`src/design/faps_map.svh`:
```
// Timing constants of the flash program/erase host sequencer.
// Assumes a single 200 MHz clock; all counts are derived from it.
`ifndef FAPS_MAP_SVH
`define FAPS_MAP_SVH

// ----------------------------------------
// Clock and conversion
// ----------------------------------------
`define FAPS_CLK_MHZ        200
// Least times round up to whole cycles
`define FAPS_CYC(ns)        ((((ns) * `FAPS_CLK_MHZ) + 999) / 1000)

// ----------------------------------------
// Pin timing, in ns
// ----------------------------------------
`define FAPS_T_VPS_NS       100
`define FAPS_T_OES_NS       100
`define FAPS_T_CWC_NS       150
`define FAPS_T_CEP_NS       60
`define FAPS_T_CEPH2_NS     100
`define FAPS_T_CESP_NS      100
`define FAPS_T_CESC_NS      100
`define FAPS_T_VPH_NS       100
`define FAPS_T_DF_NS        35
`define FAPS_T_DPA_NS       150

// ----------------------------------------
// Operation times and timeouts
// ----------------------------------------
`define FAPS_T_AVT_MAX_US   300
`define FAPS_T_AETC_TYP_S   5
`define FAPS_PROG_TMO_CYC   (`FAPS_T_AVT_MAX_US * `FAPS_CLK_MHZ)
`define FAPS_ERASE_TYP_CYC  (`FAPS_T_AETC_TYP_S * `FAPS_CLK_MHZ * 1000000)
`define FAPS_ERASE_TMO_CYC  (2 * `FAPS_ERASE_TYP_CYC)

// ----------------------------------------
// Status bit positions and sampling
// ----------------------------------------
`define FAPS_POLL_BIT       7
`define FAPS_TOGGLE_BIT     6
`define FAPS_SYNC_LAT       4

`endif

```
`src/design/faps_pkg.sv`:
```
// Types shared by the flash program/erase host sequencer.
// Assumes nothing of its surroundings.
package faps_pkg;

  // ----------------------------------------
  // Sequencer states
  // ----------------------------------------
  typedef enum logic [3:0] {
    S_IDLE      = 4'h0,
    S_VPP_UP    = 4'h1,
    S_WR_SETUP  = 4'h2,
    S_WE_LOW    = 4'h3,
    S_WE_HIGH   = 4'h4,
    S_POLL_CE   = 4'h5,
    S_POLL_RD   = 4'h6,
    S_POLL_EVAL = 4'h7,
    S_POLL_GAP  = 4'h8,
    S_CE_OFF    = 4'h9,
    S_VPP_DN    = 4'ha,
    S_END       = 4'hb
  } faps_state_t;

endpackage : faps_pkg

```
`src/design/faps_host.sv`:
```
// Host sequencer that drives a flash's program/erase pins and polls status.
// Assumes the flash pins are wired directly; dq_i is asynchronous.
`include "faps_map.svh"
module faps_host #(
  parameter int          AW            = 16,
  parameter int unsigned PROG_TMO_CYC  = `FAPS_PROG_TMO_CYC,
  parameter int unsigned ERASE_TMO_CYC = `FAPS_ERASE_TMO_CYC,
  parameter logic [7:0]  PROG_CODE     = 8'h01,
  parameter logic [7:0]  ERASE_CODE    = 8'h02,
  parameter logic [7:0]  ERASE_CONFIRM = 8'h03
) (
  input  wire logic          ref_clk,
  input  wire logic          rst,
  input  wire logic          cmd_valid,
  input  wire logic          cmd_erase,
  input  wire logic [AW-1:0] cmd_addr,
  input  wire logic [7:0]    cmd_data,
  output logic               cmd_ready,
  output logic               done,
  output logic               fail,
  output logic               busy,
  output logic [7:0]         last_status,
  output logic               ce_n,
  output logic               oe_n,
  output logic               we_n,
  output logic               vpp_hi,
  output logic [AW-1:0]      addr,
  input  wire logic [7:0]    dq_i,
  output logic [7:0]         dq_o,
  output logic               dq_oe
);

  // ----------------------------------------
  // Cycle counts
  // ----------------------------------------
  localparam logic [7:0] C_VPS  = 8'(`FAPS_CYC(`FAPS_T_VPS_NS));
  localparam logic [7:0] C_CESC = 8'(`FAPS_CYC(`FAPS_T_CESC_NS));
  localparam logic [7:0] C_CEP  = 8'(`FAPS_CYC(`FAPS_T_CEP_NS));
  localparam logic [7:0] C_GAP1 = 8'(`FAPS_CYC(`FAPS_T_CWC_NS - `FAPS_T_CEP_NS));
  localparam logic [7:0] C_CEPH = 8'(`FAPS_CYC(`FAPS_T_CEPH2_NS));
  localparam logic [7:0] C_CESP = 8'(`FAPS_CYC(`FAPS_T_CESP_NS));
  localparam logic [7:0] C_RD   = 8'(`FAPS_CYC(`FAPS_T_DPA_NS) + `FAPS_SYNC_LAT);
  localparam logic [7:0] C_DF   = 8'(`FAPS_CYC(`FAPS_T_DF_NS));
  localparam logic [7:0] C_OES  = 8'(`FAPS_CYC(`FAPS_T_OES_NS));
  localparam logic [7:0] C_VPH  = 8'(`FAPS_CYC(`FAPS_T_VPH_NS));

  // ----------------------------------------
  // State
  // ----------------------------------------
  faps_pkg::faps_state_t st_r, st_nxt;
  logic [7:0]    cnt_r, cnt_nxt;
  logic [31:0]   tmo_r, tmo_nxt, lim_r, lim_nxt;
  logic          rdy_r, rdy_nxt, done_r, done_nxt, fail_r, fail_nxt;
  logic          busy_r, busy_nxt, ce_n_r, ce_n_nxt, oe_n_r, oe_n_nxt;
  logic          we_n_r, we_n_nxt, vpp_r, vpp_nxt, dq_oe_r, dq_oe_nxt;
  logic          erase_r, erase_nxt, wr2_r, wr2_nxt, armed_r, armed_nxt;
  logic          exp_r, exp_nxt, prev_r, prev_nxt, have_r, have_nxt;
  logic [7:0]    data_r, data_nxt, dq_o_r, dq_o_nxt, stat_r, stat_nxt;
  logic [AW-1:0] addr_r, addr_nxt;
  logic [7:0]    dq_s;
  logic          polling;

  // Pins from the flash are asynchronous to ref_clk
  faps_sync #(
    .W (8)
  ) u_sync (
    .ref_clk (ref_clk),
    .rst     (rst),
    .din     (dq_i),
    .dout    (dq_s)
  );

  assign polling = (st_r == faps_pkg::S_POLL_RD) || (st_r == faps_pkg::S_POLL_EVAL)
                || (st_r == faps_pkg::S_POLL_GAP) || (st_r == faps_pkg::S_POLL_CE);

  // ----------------------------------------
  // Sequencer next state
  // ----------------------------------------
  always_comb begin
    st_nxt = st_r;
    cnt_nxt = (cnt_r == 8'h00) ? 8'h00 : cnt_r - 8'h01;
    tmo_nxt = tmo_r;
    lim_nxt = lim_r;
    rdy_nxt = rdy_r;
    done_nxt = 1'b0;
    fail_nxt = fail_r;
    busy_nxt = busy_r;
    ce_n_nxt = ce_n_r;
    oe_n_nxt = oe_n_r;
    we_n_nxt = we_n_r;
    vpp_nxt = vpp_r;
    dq_oe_nxt = dq_oe_r;
    dq_o_nxt = dq_o_r;
    erase_nxt = erase_r;
    wr2_nxt = wr2_r;
    armed_nxt = armed_r;
    exp_nxt = exp_r;
    prev_nxt = prev_r;
    have_nxt = have_r;
    data_nxt = data_r;
    stat_nxt = stat_r;
    addr_nxt = addr_r;
    unique case (st_r)
      faps_pkg::S_IDLE: begin
        rdy_nxt = 1'b1;
        if (cmd_valid && rdy_r) begin
          rdy_nxt = 1'b0;
          busy_nxt = 1'b1;
          fail_nxt = 1'b0;
          erase_nxt = cmd_erase;
          data_nxt = cmd_data;
          addr_nxt = cmd_addr;
          wr2_nxt = 1'b0;
          armed_nxt = 1'b0;
          have_nxt = 1'b0;
          exp_nxt = cmd_erase ? 1'b1 : ~cmd_data[`FAPS_POLL_BIT];
          lim_nxt = cmd_erase ? ERASE_TMO_CYC : PROG_TMO_CYC;
          // supply rises while both selects high
          vpp_nxt = 1'b1;
          cnt_nxt = C_VPS;
          st_nxt = faps_pkg::S_VPP_UP;
        end
      end
      faps_pkg::S_VPP_UP: begin
        if (cnt_r == 8'h00) begin
          ce_n_nxt = 1'b0;
          dq_oe_nxt = 1'b1;
          dq_o_nxt = erase_r ? ERASE_CODE : PROG_CODE;
          cnt_nxt = C_CESC;
          st_nxt = faps_pkg::S_WR_SETUP;
        end
      end
      faps_pkg::S_WR_SETUP: begin
        if (cnt_r == 8'h00) begin
          we_n_nxt = 1'b0;
          cnt_nxt = C_CEP;
          st_nxt = faps_pkg::S_WE_LOW;
        end
      end
      faps_pkg::S_WE_LOW: begin
        if (cnt_r == 8'h00) begin
          we_n_nxt = 1'b1;
          cnt_nxt = wr2_r ? C_CEPH : C_GAP1;
          st_nxt = faps_pkg::S_WE_HIGH;
        end
      end
      faps_pkg::S_WE_HIGH: begin
        if (cnt_r == 8'h00 && !wr2_r) begin
          wr2_nxt = 1'b1;
          dq_o_nxt = erase_r ? ERASE_CONFIRM : ~data_r;
          we_n_nxt = 1'b0;
          cnt_nxt = C_CEP;
          st_nxt = faps_pkg::S_WE_LOW;
        end else if (cnt_r == 8'h00) begin
          // status reads only after second strobe
          dq_oe_nxt = 1'b0;
          armed_nxt = 1'b1;
          tmo_nxt = 32'h0;
          cnt_nxt = C_CESP;
          st_nxt = faps_pkg::S_POLL_CE;
        end
      end
      faps_pkg::S_POLL_CE, faps_pkg::S_POLL_GAP: begin
        if (cnt_r == 8'h00) begin
          oe_n_nxt = 1'b0;
          cnt_nxt = C_RD;
          st_nxt = faps_pkg::S_POLL_RD;
        end
      end
      faps_pkg::S_POLL_RD: begin
        if (cnt_r == 8'h00) begin
          st_nxt = faps_pkg::S_POLL_EVAL;
        end
      end
      faps_pkg::S_POLL_EVAL: begin
        stat_nxt = dq_s;
        oe_n_nxt = 1'b1;
        prev_nxt = dq_s[`FAPS_TOGGLE_BIT];
        have_nxt = 1'b1;
        // done when toggle still and polling true
        if (have_r && dq_s[`FAPS_TOGGLE_BIT] == prev_r && dq_s[`FAPS_POLL_BIT] == exp_r) begin
          cnt_nxt = C_OES;
          st_nxt = faps_pkg::S_CE_OFF;
        end else begin
          cnt_nxt = C_DF;
          st_nxt = faps_pkg::S_POLL_GAP;
        end
      end
      faps_pkg::S_CE_OFF: begin
        if (cnt_r == 8'h00) begin
          ce_n_nxt = 1'b1;
          cnt_nxt = C_DF;
          st_nxt = faps_pkg::S_VPP_DN;
        end
      end
      faps_pkg::S_VPP_DN: begin
        // supply falls with both selects high
        if (cnt_r == 8'h00) begin
          vpp_nxt = 1'b0;
          cnt_nxt = C_VPH;
          st_nxt = faps_pkg::S_END;
        end
      end
      faps_pkg::S_END: begin
        if (cnt_r == 8'h00) begin
          done_nxt = 1'b1;
          busy_nxt = 1'b0;
          st_nxt = faps_pkg::S_IDLE;
        end
      end
      default: begin
        st_nxt = faps_pkg::S_IDLE;
      end
    endcase
    if (polling) begin
      tmo_nxt = tmo_r + 32'h1;
    end
    if (polling && tmo_r >= lim_r) begin
      fail_nxt = 1'b1;
      oe_n_nxt = 1'b1;
      cnt_nxt = C_OES;
      st_nxt = faps_pkg::S_CE_OFF;
    end
  end

  // Register everything; pins idle deselected with supply low
  always_ff @(posedge ref_clk) begin
    if (rst) begin
      st_r <= faps_pkg::S_IDLE;
      cnt_r <= 8'h00;
      tmo_r <= 32'h0;
      lim_r <= 32'h0;
      rdy_r <= 1'b0;
      done_r <= 1'b0;
      fail_r <= 1'b0;
      busy_r <= 1'b0;
      ce_n_r <= 1'b1;
      oe_n_r <= 1'b1;
      we_n_r <= 1'b1;
      vpp_r <= 1'b0;
      dq_oe_r <= 1'b0;
      dq_o_r <= 8'h00;
      erase_r <= 1'b0;
      wr2_r <= 1'b0;
      armed_r <= 1'b0;
      exp_r <= 1'b0;
      prev_r <= 1'b0;
      have_r <= 1'b0;
      data_r <= 8'h00;
      stat_r <= 8'h00;
      addr_r <= '0;
    end else begin
      st_r <= st_nxt;
      cnt_r <= cnt_nxt;
      tmo_r <= tmo_nxt;
      lim_r <= lim_nxt;
      rdy_r <= rdy_nxt;
      done_r <= done_nxt;
      fail_r <= fail_nxt;
      busy_r <= busy_nxt;
      ce_n_r <= ce_n_nxt;
      oe_n_r <= oe_n_nxt;
      we_n_r <= we_n_nxt;
      vpp_r <= vpp_nxt;
      dq_oe_r <= dq_oe_nxt;
      dq_o_r <= dq_o_nxt;
      erase_r <= erase_nxt;
      wr2_r <= wr2_nxt;
      armed_r <= armed_nxt;
      exp_r <= exp_nxt;
      prev_r <= prev_nxt;
      have_r <= have_nxt;
      data_r <= data_nxt;
      stat_r <= stat_nxt;
      addr_r <= addr_nxt;
    end
  end

  // ----------------------------------------
  // Outputs
  // ----------------------------------------
  assign cmd_ready = rdy_r;
  assign done = done_r;
  assign fail = fail_r;
  assign busy = busy_r;
  assign last_status = stat_r;
  assign ce_n = ce_n_r;
  assign oe_n = oe_n_r;
  assign we_n = we_n_r;
  assign vpp_hi = vpp_r;
  assign addr = addr_r;
  assign dq_o = dq_o_r;
  assign dq_oe = dq_oe_r;
endmodule : faps_host

```
`src/design/faps_sync.sv`:
```
// Three-stage input synchroniser for the flash data pins.
// Assumes asynchronous inputs; output changes once stages two and three agree.
module faps_sync #(
  parameter int W = 8
) (
  input  wire logic         ref_clk,
  input  wire logic         rst,
  input  wire logic [W-1:0] din,
  output logic      [W-1:0] dout
);

  logic [W-1:0] s1_r, s2_r, s3_r, dout_r;
  logic [W-1:0] dout_nxt;

  // Accept a bit only when it has held for two samples
  always_comb begin
    dout_nxt = dout_r;
    for (int i = 0; i < W; i++) begin
      if (s2_r[i] == s3_r[i]) begin
        dout_nxt[i] = s3_r[i];
      end
    end
  end

  // Stage one feeds stage two only
  always_ff @(posedge ref_clk) begin
    if (rst) begin
      s1_r   <= '0;
      s2_r   <= '0;
      s3_r   <= '0;
      dout_r <= '0;
    end else begin
      s1_r   <= din;
      s2_r   <= s1_r;
      s3_r   <= s2_r;
      dout_r <= dout_nxt;
    end
  end

  assign dout = dout_r;

endmodule : faps_sync
```
`config.mk`:
```
export PLATFORM = sky130hd
export DESIGN_NAME = faps_host
export DESIGN_NICKNAME = d
export VERILOG_FILES = /design/src/design/faps_pkg.sv /design/src/design/faps_host.sv /design/src/design/faps_sync.sv
export VERILOG_INCLUDE_DIRS = /design/src /design/src/design
export SDC_FILE = /design/constraint.sdc
export NUM_CORES = 1
export LEC_CHECK = 0
export BUFFER_PORTS_ARGS = -buffer_cell sky130_fd_sc_hd__buf_4
export CORE_MARGIN = 3
export CORE_UTILIZATION = 62
export DETAILED_ROUTE_END_ITERATION = 8
export GPL_TIMING_DRIVEN = 0
export PLACE_DENSITY = 0.95
export SYNTH_ARGS = -nofsm -noshare
export SYNTH_HDL_FRONTEND = slang
export SYNTH_SLANG_ARGS = --single-unit
```
`constraint.sdc`:
```
create_clock -name ref_clk -period 6.3 [get_ports ref_clk]
set_input_delay 0.945 -clock ref_clk [delete_from_list [all_inputs] [get_ports ref_clk]]
set_output_delay 0.945 -clock ref_clk [all_outputs]
set_load 0.02 [all_outputs]
```
# Word-level counts from Yosys, hierarchy flattened
# Cells that the tools add are included.
# op_classes
bitwise,3
shifts,0
n_mul,0
mux,56
reduce_logical,41
n_div,0
add_sub_neg,2
magnitude_cmp,1
eq_ne,45
# op_table
operator,count
two-way mux 32 bit,4
two-way mux 8 bit,11
one-hot mux 8 bit (8 select lines),1
two-way mux 4 bit,12
one-hot mux 4 bit (11 select lines),1
adder 32 x 1 -> 32 bit (second input constant),1
>= comparator 32 bit,1
two-way mux 31 bit,1
!= test 3 bit (second input constant),9
!= test 2 bit (second input constant),12
nonzero test 2 bit,11
AND reduction 10 bit,2
AND reduction 3 bit,6
equality test 4 x 3 -> 1 bit (second input constant),4
equality test 4 bit (second input constant),4
one-hot mux 8 bit (2 select lines),1
one-hot mux 1 bit (2 select lines),7
two-way mux 1 bit,13
equality test 1 bit,10
two-way mux 5 bit,2
equality test 4 x 2 -> 1 bit (second input constant),2
logical NOT 8 bit,1
NOT 8 bit,1
AND reduction 2 bit,4
other kinds (16),27
# totals
mem_bits_ro,0
n_memories,0
regBits,162
ramBits,0
latch_bits,0
wordCells,183

# Longest topological paths before layout
# logic_depth
word_depth,7
ltp_mapped,10
mapped_depth_nobuf,8

# Modules after synthesis
# A second synthesis with hierarchy kept.
# unflattened
cells_unflattened,735
hier_area_um2,6207.2
# modules_own_cells
mod,cells_per_inst,area_per_inst_um2,seq_area_each_um2,n_inst
faps_host,652,5283.8,1981.9,1
faps_sync,83,923.4,640.6,1

# Least setup slack after synthesis
# Ideal clock, no wire load.
# synth_path
path_kind,reg2reg
startpoint,reg lim_r[29]
endpoint,"reg oe_n_r, in the netlist oe_n"
slack_ps,3895
stages_incl_launch_ff,10
period_less_slack_ps,2405
setup_time_ps,124
t_arrival_ps,2281
path_buffers,1
path_cell_list,dfxtp_1 > inv_1 > ha_1 > a21o_1 > a211oi_1 > o21ai_0 > a221o_1 > o21a_1 > clkbuf_1 > a2111o_1
# synth_between
elab_chain_cells,3
# synth_rtl
item,line_no,text
"start, declared",faps_host.sv:52,"logic [31:0] tmo_r, tmo_nxt, lim_r, lim_nxt;"
"start signal, assigned",faps_host.sv:256,lim_r <= lim_nxt;
>= comparator 32 bit,faps_host.sv:218,if (polling && tmo_r >= lim_r) begin
logical AND 1 bit,faps_host.sv:218,
OR reduction 2 bit (no source line),-,
"end signal, assigned",faps_host.sv:262,oe_n_r <= oe_n_nxt;
"end, declared",faps_host.sv:54,"logic busy_r, busy_nxt, ce_n_r, ce_n_nxt, oe_n_r, oe_n_nxt;"
# Every way passes these cells.
# A chain may end at the register's enable or synchronous reset.

# Worst setup path after layout
# layout_path
startpoint,reg lim_r[29]
endpoint,"reg fail_r, in the netlist fail"
# layout_between
elab_chain_cells,4
elab_cells_between_ends,6
cone_classes,order compare: 1; mux: 1; reduce/logical: 4
# layout_rtl
item,line_no,text
>= comparator 32 bit (*),faps_host.sv:218,
logical AND 1 bit (*),faps_host.sv:218,
nonzero test 2 bit (no source line),-,
AND reduction 2 bit (no source line),-,
"end signal, assigned",faps_host.sv:259,fail_r <= fail_nxt;
"end, declared",faps_host.sv:53,"logic rdy_r, rdy_nxt, done_r, done_nxt, fail_r, fail_nxt;"
# Mark *: on every way between the ends. The rest lies on a longest branch, timed or not.

==> metrics.yaml <==
status: "finished clean"
grt_setup_unrepaired: "false"
drt_first_pass_iters: 8
min_delay_worst_endpoint: "u_sync.s2_r[7]$_SDFF_PP0_"
fin_crit_ns: 3.24
path_cells: "inv_1, ha_1, a2111oi_0, o21ai_0, a221o_1, o21ai_0, a21oi_1"
wire_per_inst_um: 19.6
ys_seq_area_share_pct: 44.3
setup_slack_ns: 3.06
synth_edf_count: 0
r2r_cells: 7
grt_overflow_total: 0
finalWirelength_mm: 18.7
relSlewSlack_pct: 43.8
fin_setup_tns_ns: 0
hold_path_depth: 1
slowest_delay_ns: 0.65
io_pins: 77
dpl.hpwl_mm: 11.9
drt_iter0_drc: 821
die_y_um: 104
power_density_nw_per_um2: 387
yosysTopAreaCellShare_pct: 44.3
dp_slack_ns: 3.27
r2r_end: "fail$_SDFFE_PP0P_"
initial_utilization_pct: 64.0
slew_viol_final: 0
grt_pass1_wl_mm: 31.0
grt_antenna_before_repair: 0
cp.required_ns: 6.67
cpMostUsedCell: "o21ai_0"
cp-end-kind: "register"
n_antenna_cell: 0
vias: 6224
postCtsSetupRepairBufs: 0
crit_arrival_ns: 3.61
worst_r2r_startpoint: "lim_r[29]$_SDFFE_PP0P_"
syn_to_final_growth_pct: 22.5
htreeDepth: 4
layout-drive-gt1-share_pct: 17.0
die_w_um: 104
fin_nets: 869
cts_resized: 0
crit_slowest_cell: "o21ai_0"
track_usage_pct: 35.5
cts_made_buffers: 17
root_buffer: "clkbuf_8"
worst_setup_path_start_kind: "register"
worstSetupPathType: "reg -> reg"
nFillCells: 562
cts_tree: "yes"
seq_area_um2: 2620
synth_nets: 774
crit_fanout: 14
synthDistinctLibCells: 63
die-area_um2: 10700
ir_drop_mv: 0.231
numPortBuffers: 76
grt_start_max_net_pins: 17
synth_area_um2: 5920
drcViolationCount: 0
gp_congestion: 0.929
tightest_slew_ns: 0.836
synthTopCellsByCount: "dfxtp_1, nand2_1, a21oi_1, nor2_1, nor2b_1"
core_um2: 9240
ys.flop_type: "dfxtp_1"
fp-row-count: 35
hold_buffers: 0
hold_viol_final: 0
multi_input_area_um2: 3020
skew_ns: 0.0103
clk_pin_slew_ns: 0.07
r2r_slack_ns: 3.06
ys.warnings.count: 0
fmax_mhz: 308
first_global_vias: 6056
clock_latency_ns: 0.54
hp-class: "reg -> reg"
finalSetupViolCount: 0
cts.sinks: 131
ys_ff_latch: 131
synthTopCellsByArea: "dfxtp_1, nand2_1, a21oi_1"
synth.avg_cell_area_um2: 8.26
synth_cells: 716
yosysTopAreaCell: "dfxtp_1"
fin_crit_sh_pct: 51.5
cts_buffer_depth: 2
vias_per_cell: 6.53
worstHoldStart: "u_sync.s1_r[7]$_SDFF_PP0_"
synthArstFlopShare_pct: 0
p_leak_nw: 2.83
drtAntennaViolNets: 0
cap_violations: 0
yosysMostFrequentCell: "dfxtp_1"
-- critical path: cells and delay by family (launching register included) --
| family | cells | cell delay (ns) |
|---|---|---|
| adders and majority gates | 1 | 0.37 |
| AOI/OAI and AO/OA | 5 | 1.95 |
| DFF | 1 | 0.34 |
| buffers and inverters | 1 | 0.42 |
-- metrics by stage --
stage,hold WS (ns),util [%],total power [W],cell area [um^2],instances
floorplan,0.414,-,0.00153,5920,716
global placement,0.420,71.9,0.00173,6650,921
detailed placement,0.425,71.9,0.00176,6650,921
CTS,0.447,78.5,0.00276,7250,953
global route,0.462,78.5,0.00292,7250,953
finish,0.450,78.5,0.00280,7250,953
-- registers in the layout, indices dropped and copies added, names as in the netlist, 3 cells and up --
| register | count |
|---|---|
| u_sync.dout | 8 |
| st_r | 4 |
| dq_o | 8 |
| lim_r | 3 |
| u_sync.s3_r | 8 |
| last_status | 8 |
| tmo_r | 32 |
| u_sync.s1_r | 8 |
| addr | 16 |
| u_sync.s2_r | 8 |
| cnt_r | 8 |
| data_r | 8 |
-- how the worst max path moves through the flow --
stage,cells past startpoint,end,start
3_5_place_dp,7,st_r[3]$_SDFFE_PP0P_,lim_r[29]$_SDFFE_PP0P_
6_report,7,fail$_SDFFE_PP0P_,lim_r[29]$_SDFFE_PP0P_
5_1_grt,8,cnt_r[3]$_SDFF_PP0_,lim_r[29]$_SDFFE_PP0P_
2_1_floorplan,9,oe_n$_SDFFE_PP1P_,lim_r[29]$_SDFFE_PP0P_
4_1_cts,7,fail$_SDFFE_PP0P_,lim_r[29]$_SDFFE_PP0P_
3_3_place_gp,8,st_r[3]$_SDFFE_PP0P_,lim_r[29]$_SDFFE_PP0P_
-- where the power goes --
| part | switching (W) | leakage [nW] | internal (W) | total, W |
|---|---|---|---|---|
| clock | 0.000447 | 0.287 | 0.000550 | 0.000997 |
| combinational | 0.000527 | 1.48 | 0.000306 | 0.000833 |
| sequential | 0.0000654 | 1.06 | 0.000907 | 0.000972 |
| total | 0.00104 | 2.83 | 0.00176 | 0.00280 |
-- final cells by class --
cell class	instances	area share, %
Multi-Input combinational cell	524	41.7
Sequential cell	131	36.2
Timing Repair Buffer	76	7.87
Clock buffer	17	5.71
Buffer	41	2.71
Clock inverter	15	2.59
Tap cell	129	2.23
Inverter	20	1.04
-- cell usage in the layout, fill, tap and decap left out, types with 3 or more instances in the layout --
master / count
a21o_1: 3
buf_4: 77
a311oi_1: 3
a31oi_1: 5
inv_1: 20
and3_1: 7
nand2b_1: 5
dfxtp_1: 131
a21oi_1: 88
clkbuf_1: 27
o22ai_1: 6
or3_1: 13
nand3_1: 21
clkinv_8: 4
ha_1: 22
nor2_1: 50
nor3b_1: 4
a211oi_1: 7
inv_8: 3
nand2_1: 120
inv_6: 4
xor2_1: 7
nand4_1: 10
mux2_2: 7
nor2b_1: 28
clkbuf_16: 16
o211ai_1: 8
buf_6: 4
o21ai_0: 25
nor3_1: 27
buf_2: 7
xnor2_1: 3
nor4_1: 9
-- cell families (layout without fill, tap and decap cells) --
family / Yosys count / in the layout / synth area share (%)
AO/OA/AOI/OAI: 165 / 165 / 16.4
XOR/XNOR: 10 / 10 / 1.48
adder cells (fa/ha/maj): 22 / 22 / 4.65
buffers and inverters: 61 / 169 / 4.59
flip-flops: 131 / 131 / 44.3
multiplexers: 10 / 10 / 1.86
AND/OR/NAND/NOR: 317 / 317 / 26.7
-- layer usage --
layer	vias up	routed length, um	global-route usage (%)
met5	-	0	0
met4	0	702	16.3
met3	100	2050	8.97
met2	507	9030	58.2
met1	2904	6910	44.0
li1	2713	-	-
Note: power is estimated with default switching activity, not from simulation.
